===== src/rtl/remote_code_pkg.sv =====
// remote_code_pkg: constants, states and carriers of the serial code decoder.
// assumes a 125 MHz system clock; oscillator ticks come from a divider.
package remote_code_pkg;

  localparam int WORD_BITS = 12;
  localparam int CLK_KHZ   = 125_000;
  localparam int OSC_KHZ   = 150;
  // one oscillator tick every OSC_DIV system cycles (rounded down)
  localparam int OSC_DIV   = CLK_KHZ / OSC_KHZ;
  localparam int DIV_W     = 10;

  // line timing in oscillator ticks, to match the paired encoder
  localparam logic [7:0] ONE_SPLIT_TICKS = 8'h03;
  localparam logic [7:0] MAX_HIGH_TICKS  = 8'h08;
  localparam logic [7:0] MAX_LOW_TICKS   = 8'h08;
  localparam logic [7:0] PILOT_TICKS     = 8'h0C;
  localparam logic [7:0] IDLE_TICKS      = 8'h30;
  localparam logic [7:0] TICK_CNT_MAX    = 8'hFF;

  localparam logic [3:0]  LAST_BIT_IDX   = 4'hB;
  localparam logic [1:0]  MATCHES_NEEDED = 2'h3;
  localparam logic [11:0] ADDR_MASK_8    = 12'h00FF;
  localparam logic [11:0] ADDR_MASK_12   = 12'h0FFF;

  // values after reset
  localparam logic [3:0]  DATA_RESET  = 4'h0;
  localparam logic [1:0]  MATCH_RESET = 2'h0;
  localparam logic [11:0] WORD_RESET  = 12'h0000;

  typedef enum logic [3:0] {
    ST_SLEEP = 4'b0001,
    ST_HUNT  = 4'b0010,
    ST_GAP   = 4'b0100,
    ST_HIGH  = 4'b1000
  } rx_state_t;

  // bit 0 is received first and lands in lower[0]
  typedef struct packed {
    logic [3:0] upper;
    logic [7:0] lower;
  } code_word_t;

  typedef struct packed {
    logic done;
    logic error;
    logic ceased;
  } rx_event_t;

endpackage : remote_code_pkg


===== src/rtl/remote_code_decoder.sv =====
// remote_code_decoder: serial 12-bit remote code word decoder.
// assumes serial_in and local_address_straps are asynchronous pins.
//
// How it works
// - first N received bits are address, remaining 12-N bits are data.
// - three consecutive words with matching address are needed to accept.
// - data outputs update only on error-free matching words, else hold.
// - on the third match data reach the outputs and the flag rises.
// - flag stays while matches continue, drops on mismatch, broken word or silence.
// - flag is high only during a valid transmission.
// - 8-address variant latches four data outputs until new valid data.
// - 12-address variant has no data; flag acts as momentary output.
// - bits 0-7 address, bits 8-11 data or address by variant.
// - oscillator stopped in standby, started by a high serial input.
`timescale 1ns/10ps
module remote_code_decoder #(
  parameter int ADDR_BITS = 8
) (
  // clock and reset
  input  wire logic        clk_sys,
  input  wire logic        rst,
  // link pins
  input  wire logic        serial_in,
  input  wire logic [11:0] local_address_straps,
  // outputs
  output logic       [3:0] latched_data_outputs,
  output logic             valid_transmission_flag,
  output logic             rc_osc_output
);

  localparam logic [11:0] ADDR_MASK = (ADDR_BITS == 12) ?
    remote_code_pkg::ADDR_MASK_12 : remote_code_pkg::ADDR_MASK_8;

  function automatic logic addr_ok(input remote_code_pkg::code_word_t w,
                                   input logic [11:0] straps);
    addr_ok = ((w ^ straps) & ADDR_MASK) == 12'h0000;
  endfunction : addr_ok

  remote_code_pkg::rx_state_t  state_reg;
  remote_code_pkg::rx_event_t  ev_reg;
  remote_code_pkg::code_word_t shift_reg;
  remote_code_pkg::code_word_t word_reg;
  remote_code_pkg::code_word_t shift_next;

  logic                 sin_meta_reg;
  logic                 sin_sync_reg;
  logic                 sin_prev_reg;
  logic [11:0]          strap_meta_reg;
  logic [11:0]          strap_reg;
  logic [remote_code_pkg::DIV_W-1:0] div_reg;
  logic                 tick_reg;
  logic [7:0]           cnt_reg;
  logic [3:0]           bit_idx_reg;
  logic [1:0]           match_cnt_reg;
  logic [3:0]           data_reg;
  logic                 vt_reg;
  logic                 osc_reg;
  logic                 rise;
  logic                 fall;
  logic                 word_match;
  logic                 data_load;
  logic                 drop_cause;

  // pin synchronisers; edges are taken from the second stage onward
  always_ff @(posedge clk_sys) begin
    if (rst) begin
      sin_meta_reg <= 1'b0;
      sin_sync_reg <= 1'b0;
      sin_prev_reg <= 1'b0;
    end else begin
      sin_meta_reg <= serial_in;
      sin_sync_reg <= sin_meta_reg;
      sin_prev_reg <= sin_sync_reg;
    end
  end

  always_ff @(posedge clk_sys) begin
    if (rst) begin
      strap_meta_reg <= remote_code_pkg::WORD_RESET;
      strap_reg      <= remote_code_pkg::WORD_RESET;
    end else begin
      strap_meta_reg <= local_address_straps;
      strap_reg      <= strap_meta_reg;
    end
  end

  assign rise = sin_sync_reg & ~sin_prev_reg;
  assign fall = ~sin_sync_reg & sin_prev_reg;

  // oscillator: divider runs only while awake, so standby costs no ticks
  always_ff @(posedge clk_sys) begin
    if (rst || state_reg == remote_code_pkg::ST_SLEEP) begin
      div_reg  <= '0;
      tick_reg <= 1'b0;
    end else if (div_reg == remote_code_pkg::DIV_W'(
                 remote_code_pkg::OSC_DIV - 1)) begin
      div_reg  <= '0;
      tick_reg <= 1'b1;
    end else begin
      div_reg  <= div_reg + 1'b1;
      tick_reg <= 1'b0;
    end
  end

  always_ff @(posedge clk_sys) begin
    if (rst) begin
      osc_reg <= 1'b0;
    end else if (tick_reg) begin
      osc_reg <= ~osc_reg;
    end
  end

  assign shift_next = {sin_prev_reg && cnt_reg >=
                       remote_code_pkg::ONE_SPLIT_TICKS, shift_reg[11:1]};

  // receiver: pilot hunt, then 12 high pulses whose width carries the bit
  always_ff @(posedge clk_sys) begin
    if (rst) begin
      state_reg   <= remote_code_pkg::ST_SLEEP;
      cnt_reg     <= 8'h00;
      bit_idx_reg <= 4'h0;
      shift_reg   <= remote_code_pkg::WORD_RESET;
      word_reg    <= remote_code_pkg::WORD_RESET;
      ev_reg      <= '0;
    end else begin
      ev_reg <= '0;
      if (tick_reg && cnt_reg != remote_code_pkg::TICK_CNT_MAX) begin
        cnt_reg <= cnt_reg + 8'h01;
      end
      unique case (state_reg)
        remote_code_pkg::ST_SLEEP: begin
          cnt_reg     <= 8'h00;
          bit_idx_reg <= 4'h0;
          if (sin_sync_reg) begin
            state_reg <= remote_code_pkg::ST_HUNT;
          end
        end
        remote_code_pkg::ST_HUNT: begin
          if (sin_sync_reg) begin
            cnt_reg <= 8'h00;
          end else if (cnt_reg >= remote_code_pkg::PILOT_TICKS) begin
            state_reg <= remote_code_pkg::ST_GAP;
          end
        end
        remote_code_pkg::ST_GAP: begin
          if (rise) begin
            cnt_reg   <= 8'h00;
            state_reg <= remote_code_pkg::ST_HIGH;
          end else if (bit_idx_reg == 4'h0 &&
                       cnt_reg >= remote_code_pkg::IDLE_TICKS) begin
            state_reg     <= remote_code_pkg::ST_SLEEP;
            ev_reg.ceased <= 1'b1;
          end else if (bit_idx_reg != 4'h0 &&
                       cnt_reg >= remote_code_pkg::MAX_LOW_TICKS) begin
            state_reg    <= remote_code_pkg::ST_HUNT;
            bit_idx_reg  <= 4'h0;
            ev_reg.error <= 1'b1;
          end
        end
        remote_code_pkg::ST_HIGH: begin
          if (fall) begin
            cnt_reg   <= 8'h00;
            shift_reg <= shift_next;
            if (bit_idx_reg == remote_code_pkg::LAST_BIT_IDX) begin
              bit_idx_reg <= 4'h0;
              word_reg    <= shift_next;
              ev_reg.done <= 1'b1;
              state_reg   <= remote_code_pkg::ST_HUNT;
            end else begin
              bit_idx_reg <= bit_idx_reg + 4'h1;
              state_reg   <= remote_code_pkg::ST_GAP;
            end
          end else if (cnt_reg >= remote_code_pkg::MAX_HIGH_TICKS) begin
            state_reg    <= remote_code_pkg::ST_HUNT;
            bit_idx_reg  <= 4'h0;
            ev_reg.error <= 1'b1;
          end
        end
      endcase
    end
  end

  assign word_match = addr_ok(word_reg, strap_reg);
  assign data_load  = ev_reg.done && word_match &&
                      match_cnt_reg >= remote_code_pkg::MATCHES_NEEDED - 2'h1;
  assign drop_cause = ev_reg.error || ev_reg.ceased ||
                      (ev_reg.done && !word_match);

  // triple check: count consecutive matching words, saturating at three
  always_ff @(posedge clk_sys) begin
    if (rst) begin
      match_cnt_reg <= remote_code_pkg::MATCH_RESET;
      vt_reg        <= 1'b0;
    end else if (drop_cause) begin
      match_cnt_reg <= remote_code_pkg::MATCH_RESET;
      vt_reg        <= 1'b0;
    end else if (ev_reg.done) begin
      if (match_cnt_reg != remote_code_pkg::MATCHES_NEEDED) begin
        match_cnt_reg <= match_cnt_reg + 2'h1;
      end
      vt_reg <= data_load;
    end
  end

  // data latch; in the 12-address variant there is nothing to carry
  generate
    if (ADDR_BITS == 8) begin : g_data
      always_ff @(posedge clk_sys) begin
        if (rst) begin
          data_reg <= remote_code_pkg::DATA_RESET;
        end else if (data_load) begin
          data_reg <= word_reg.upper;
        end
      end
    end else begin : g_no_data
      always_ff @(posedge clk_sys) begin
        data_reg <= remote_code_pkg::DATA_RESET;
      end
    end
  endgenerate

  assign latched_data_outputs    = data_reg;
  assign valid_transmission_flag = vt_reg;
  assign rc_osc_output           = osc_reg;

  a_vt_after_three: assert property (
    @(posedge clk_sys) disable iff (rst)
    $rose(vt_reg) |-> $past(ev_reg.done) && $past(match_cnt_reg) == 2'h2)
    else $error("flag rose without three matching words");

  a_vt_drop_cause: assert property (
    @(posedge clk_sys) disable iff (rst)
    $fell(vt_reg) |-> $past(drop_cause))
    else $error("flag fell without mismatch, error or silence");

  a_vt_keeps_high: assert property (
    @(posedge clk_sys) disable iff (rst)
    vt_reg && ev_reg.done && word_match |=> vt_reg)
    else $error("flag dropped on a matching word");

  a_vt_only_valid: assert property (
    @(posedge clk_sys) disable iff (rst)
    vt_reg |-> match_cnt_reg == remote_code_pkg::MATCHES_NEEDED)
    else $error("flag high without full match count");

  a_data_holds: assert property (
    @(posedge clk_sys) disable iff (rst)
    !data_load |=> $stable(data_reg))
    else $error("data changed without an accepted word");

  a_data_field: assert property (
    @(posedge clk_sys) disable iff (rst)
    data_load && ADDR_BITS == 8 |=> data_reg == $past(word_reg.upper) && vt_reg)
    else $error("accepted data not on outputs with flag");

  a_mismatch_clears: assert property (
    @(posedge clk_sys) disable iff (rst)
    ev_reg.done && !word_match |=> match_cnt_reg == 2'h0 && !vt_reg)
    else $error("address mismatch did not clear the check");

  a_sleep_holds: assert property (
    @(posedge clk_sys) disable iff (rst)
    state_reg == remote_code_pkg::ST_SLEEP && !sin_sync_reg
    |=> state_reg == remote_code_pkg::ST_SLEEP ##0 !tick_reg)
    else $error("left standby without a high input");

  a_no_data_wide: assert property (
    @(posedge clk_sys) disable iff (rst)
    ADDR_BITS == 12 |-> data_reg == 4'h0)
    else $error("12-address variant drove data");

  a_reset_clear: assert property (
    @(posedge clk_sys)
    $past(rst) |-> !vt_reg && data_reg == 4'h0 && match_cnt_reg == 2'h0)
    else $error("reset did not clear flag, count and data");

  a_long_high_error: assert property (
    @(posedge clk_sys) disable iff (rst)
    state_reg == remote_code_pkg::ST_HIGH && !fall &&
    cnt_reg >= remote_code_pkg::MAX_HIGH_TICKS
    |=> ev_reg.error && state_reg == remote_code_pkg::ST_HUNT)
    else $error("overlong high pulse did not abort the word");

  a_wake_on_high: assert property (
    @(posedge clk_sys) disable iff (rst)
    state_reg == remote_code_pkg::ST_SLEEP && sin_sync_reg
    |=> state_reg == remote_code_pkg::ST_HUNT)
    else $error("high input did not wake the receiver");

  a_osc_toggles: assert property (
    @(posedge clk_sys) disable iff (rst)
    tick_reg |=> osc_reg != $past(osc_reg))
    else $error("oscillator output missed a tick");

  a_word_capture: assert property (
    @(posedge clk_sys) disable iff (rst)
    state_reg == remote_code_pkg::ST_HIGH && fall &&
    bit_idx_reg == remote_code_pkg::LAST_BIT_IDX
    |=> ev_reg.done && word_reg == $past(shift_next))
    else $error("twelfth bit did not complete the word");

  a_silence_clears: assert property (
    @(posedge clk_sys) disable iff (rst)
    ev_reg.ceased |=> !vt_reg && match_cnt_reg == 2'h0)
    else $error("silence did not clear the flag and count");

endmodule : remote_code_decoder


===== config.mk =====
export PLATFORM = sky130hd
export DESIGN_NAME = remote_code_decoder
export DESIGN_NICKNAME = d
export VERILOG_FILES = /design/src/rtl/remote_code_pkg.sv /design/src/rtl/remote_code_decoder.sv
export SDC_FILE = /design/constraint.sdc
export NUM_CORES = 1
export LEC_CHECK = 0
export BUFFER_PORTS_ARGS = -buffer_cell sky130_fd_sc_hd__buf_4
export CAP_MARGIN = 30
export CORE_ASPECT_RATIO = 1.5
export CORE_MARGIN = 2
export CORE_UTILIZATION = 40
export CTS_CLUSTER_SIZE = 12
export DETAILED_ROUTE_END_ITERATION = 12
export PLACE_DENSITY = 0.64
export SYNTH_ARGS = -nofsm -noshare
export SYNTH_HDL_FRONTEND = slang
export SYNTH_SLANG_ARGS = --single-unit

===== constraint.sdc =====
create_clock -name clk_sys -period 2 [get_ports clk_sys]
set_clock_uncertainty 0.15 [all_clocks]
set_input_delay 0 -clock clk_sys [delete_from_list [all_inputs] [get_ports clk_sys]]
set_output_delay 0 -clock clk_sys [all_outputs]
set_load 0.01 [all_outputs]

==> qor.yml <==
slew_viol_final: 0
grt_start_max_net_pins: 34
wl_mm: 6.24
dr_total_vias: 2474
holdWs_ns: 0.271
cts_buffers: 9
synth_nets: 378
crit_fanout: 3
syn_area_um2: 3310
synthFlopType: "dfxtp_1"
grt_usage_pct: 15.3
synth_top_area_share_pct: 48.4
wl_met2_mm: 3.41
utilization_pct: 51.3
synth_most_common_cell: "dfxtp_1"
cp.arrival_ns: 2.03
drt-met1-wl_mm: 2.58
largest_reg_flops: 12
ir_drop_uv: 462
power_w: 0.00398
antenna_found_initial: 0
switchingPower_w: 0.000950
synth_edf_count: 0
clock_latency_ns: 0.33
diodes: 0
fin_crit_ns: 1.99
max_freq_mhz: 504
pwr-share-clk_pct: 42.5
crit_family: "simple AND/OR/NAND/NOR gates"
avgSynthCellArea_um2: 9.32
setup_viol: 0
netlist_instances: 355
max_cap_viol_count: 0
ant_nets: 0
fin_setup_tns_ns: 0
die_area_um2: 9030
port_buffers: 16
swShare_pct: 23.9
required_ns: 2.05
crit_slowest_cell: "or4b_4"
clk_pin_slew_ns: 0.06
die_w_um: 78.2
final_area_um2: 4110
via_per_inst: 4.89
outcome: "finished clean"
place_congestion: 0.859
synthTopCellsByCount: "dfxtp_1, nor2_1, nand2_1"
drt_iter0_markers: 78
final_layout_size_suffix_gt1_share_pct: 16.7
final_nets: 419
cts.sinks: 80
wl_per_cell_um: 12.3
placed_cell_area_um2: 3610
ys_seq_elements: 80
yosysWarnings: 0
rows: 40
path_cells: "inv_2 -> ha_4 -> or3b_4 -> or4b_4 -> o311a_4 -> a21oi_4 -> a311oi_2"
dpl.hpwl_mm: 4.29
cts_max_path_buffers: 2
cp-end-kind: "flop"
critPathKind: "reg -> reg"
slew-limit-headroom_pct: 72.6
rsz0062_at_grt: "yes"
intPower_w: 0.00303
tightest_slew_ns: 0.407
grt_overflow: 0
path_buf_inv: 1
seq_area_frac_synth_pct: 48.4
syn2layout_area_growth_pct: 24.2
sequentialPowerShare_pct: 44.3
start_kind: "flop"
yosys-top-cells-area: "dfxtp_1, nor2_1, mux2i_1"
met3_length_um: 125
period_share_pct: 99.3
core-area_um2: 8010
htree_levels: 3
ys_types: 50
top_layer_used: "met4"
pwr-share-comb_pct: 13.2
drt-pass1-iter-count: 4
p_leak_nw: 1.60
async_flop_share_pct: 0
root_buffer: "clkbuf_16"
cts_tree: "yes"
power_per_cell_area_nw_per_um2: 968
rrSetupSlack_ns: 0.01
hold_viol: 0
die_h_um: 115
grt_pass1_vias: 2433
yosysTopAreaCell: "dfxtp_1"
hold_path_class: "in -> reg"
initial_core_util_pct: 41.3
route.detailed.drc: 0
grt_pass1_wl_mm: 10.9
io_pins: 21
slowest_delay_ns: 0.49
[timing repair]
| item | CTS | global route |
|---|---|---|
| buffers inserted | 1 | 2 |
| resized for setup | 9 | 4 |
| hold endpoints to repair | 34 | 0 |
| hold buffers | 11 | 0 |
| pin swaps | 4 | 3 |
| endpoints found under the setup margin | 2 | 9 |
[cell usage in the layout, fill, tap and decap left out, types with 4 or more instances in the layout]
cell type	netlist	layout
o21ai_0	4	4
xor2_1	8	8
and3_1	4	4
mux2i_1	17	17
ha_1	8	7
a21oi_1	19	18
nor2b_1	21	21
nand2_1	33	33
dlygate4sd3_1	0	11
inv_1	12	10
clkbuf_16	0	9
nor3_1	7	7
nand4_1	5	5
buf_4	1	32
nor2_1	49	49
dfxtp_1	80	78
nand3_1	8	8
xnor2_1	15	15
[kinds of logic (layout without fill, tap and decap cells)]
kind of cell	after synthesis	after routing	share of synthesized area [%]
xor gates and xnor gates	23	23	6.09
buffers and inverters	26	72	3.44
AOI/OAI and AO/OA	42	42	8.36
adders and majority gates	8	8	3.03
DFF	80	80	48.4
and+or+nand+nor	159	159	25.5
muxes	17	17	5.15
[worst register-to-register path: stages, from the launching register on]
cell	delay (ns)
dfxtp_2	0.32
inv_2	0.07
ha_4	0.12
or3b_4	0.37
or4b_4	0.49
o311a_4	0.16
a21oi_4	0.13
a311oi_2	0.04
[layout make-up]
cell class | instances | area [um^2]
inverters | 12 | 45.0
clock buffers | 11 | 233
flip-flops and latches | 80 | 1600
multi-input cells | 249 | 1640
well taps | 105 | 131
fillers | 740 | 3900
repair buffers | 44 | 370
clock inverters | 5 | 81.3
[metrics by stage]
step | std cells | setup slack (ns)
floorplan | 355 | 0.00648
global placement | 476 | -0.0343
detailed placement | 476 | -0.0753
CTS | 504 | 0.00958
global route | 506 | -0.0326
finish | 506 | 0.0144
[path summary, 6_finish.rpt]
path                                startpoint                            to  depth (start not counted)
hold / removal         local_address_straps[6]  strap_meta_reg[6]$_SDFF_PP0_                          3
setup / recovery   bit_idx_reg[0]$_SDFFE_PP0P_     state_reg[2]$_SDFFE_PP0P_                          7
setup reg to reg   bit_idx_reg[0]$_SDFFE_PP0P_     state_reg[2]$_SDFFE_PP0P_                          7
hold reg to reg   strap_meta_reg[4]$_SDFF_PP0_       strap_reg[4]$_SDFF_PP0_                          1
[power by group through the flow]
stage	clock network, W	registers [W]	logic (W)
CTS	0.00173	0.00175	0.000480
global route	0.00180	0.00177	0.000585
detailed placement	0	0.00179	0.000433
global placement	0	0.00178	0.000426
floorplan	0	0.00174	0.000359
finish	0.00169	0.00176	0.000526
[routing by layer]
metal	track usage, %	up-vias
met3	3.53	9
met5	0	-
met4	6.90	0
met1	16.6	1161
li1	-	1285
met2	28.1	19
No activity file was read; power rests on OpenSTA's default activity.
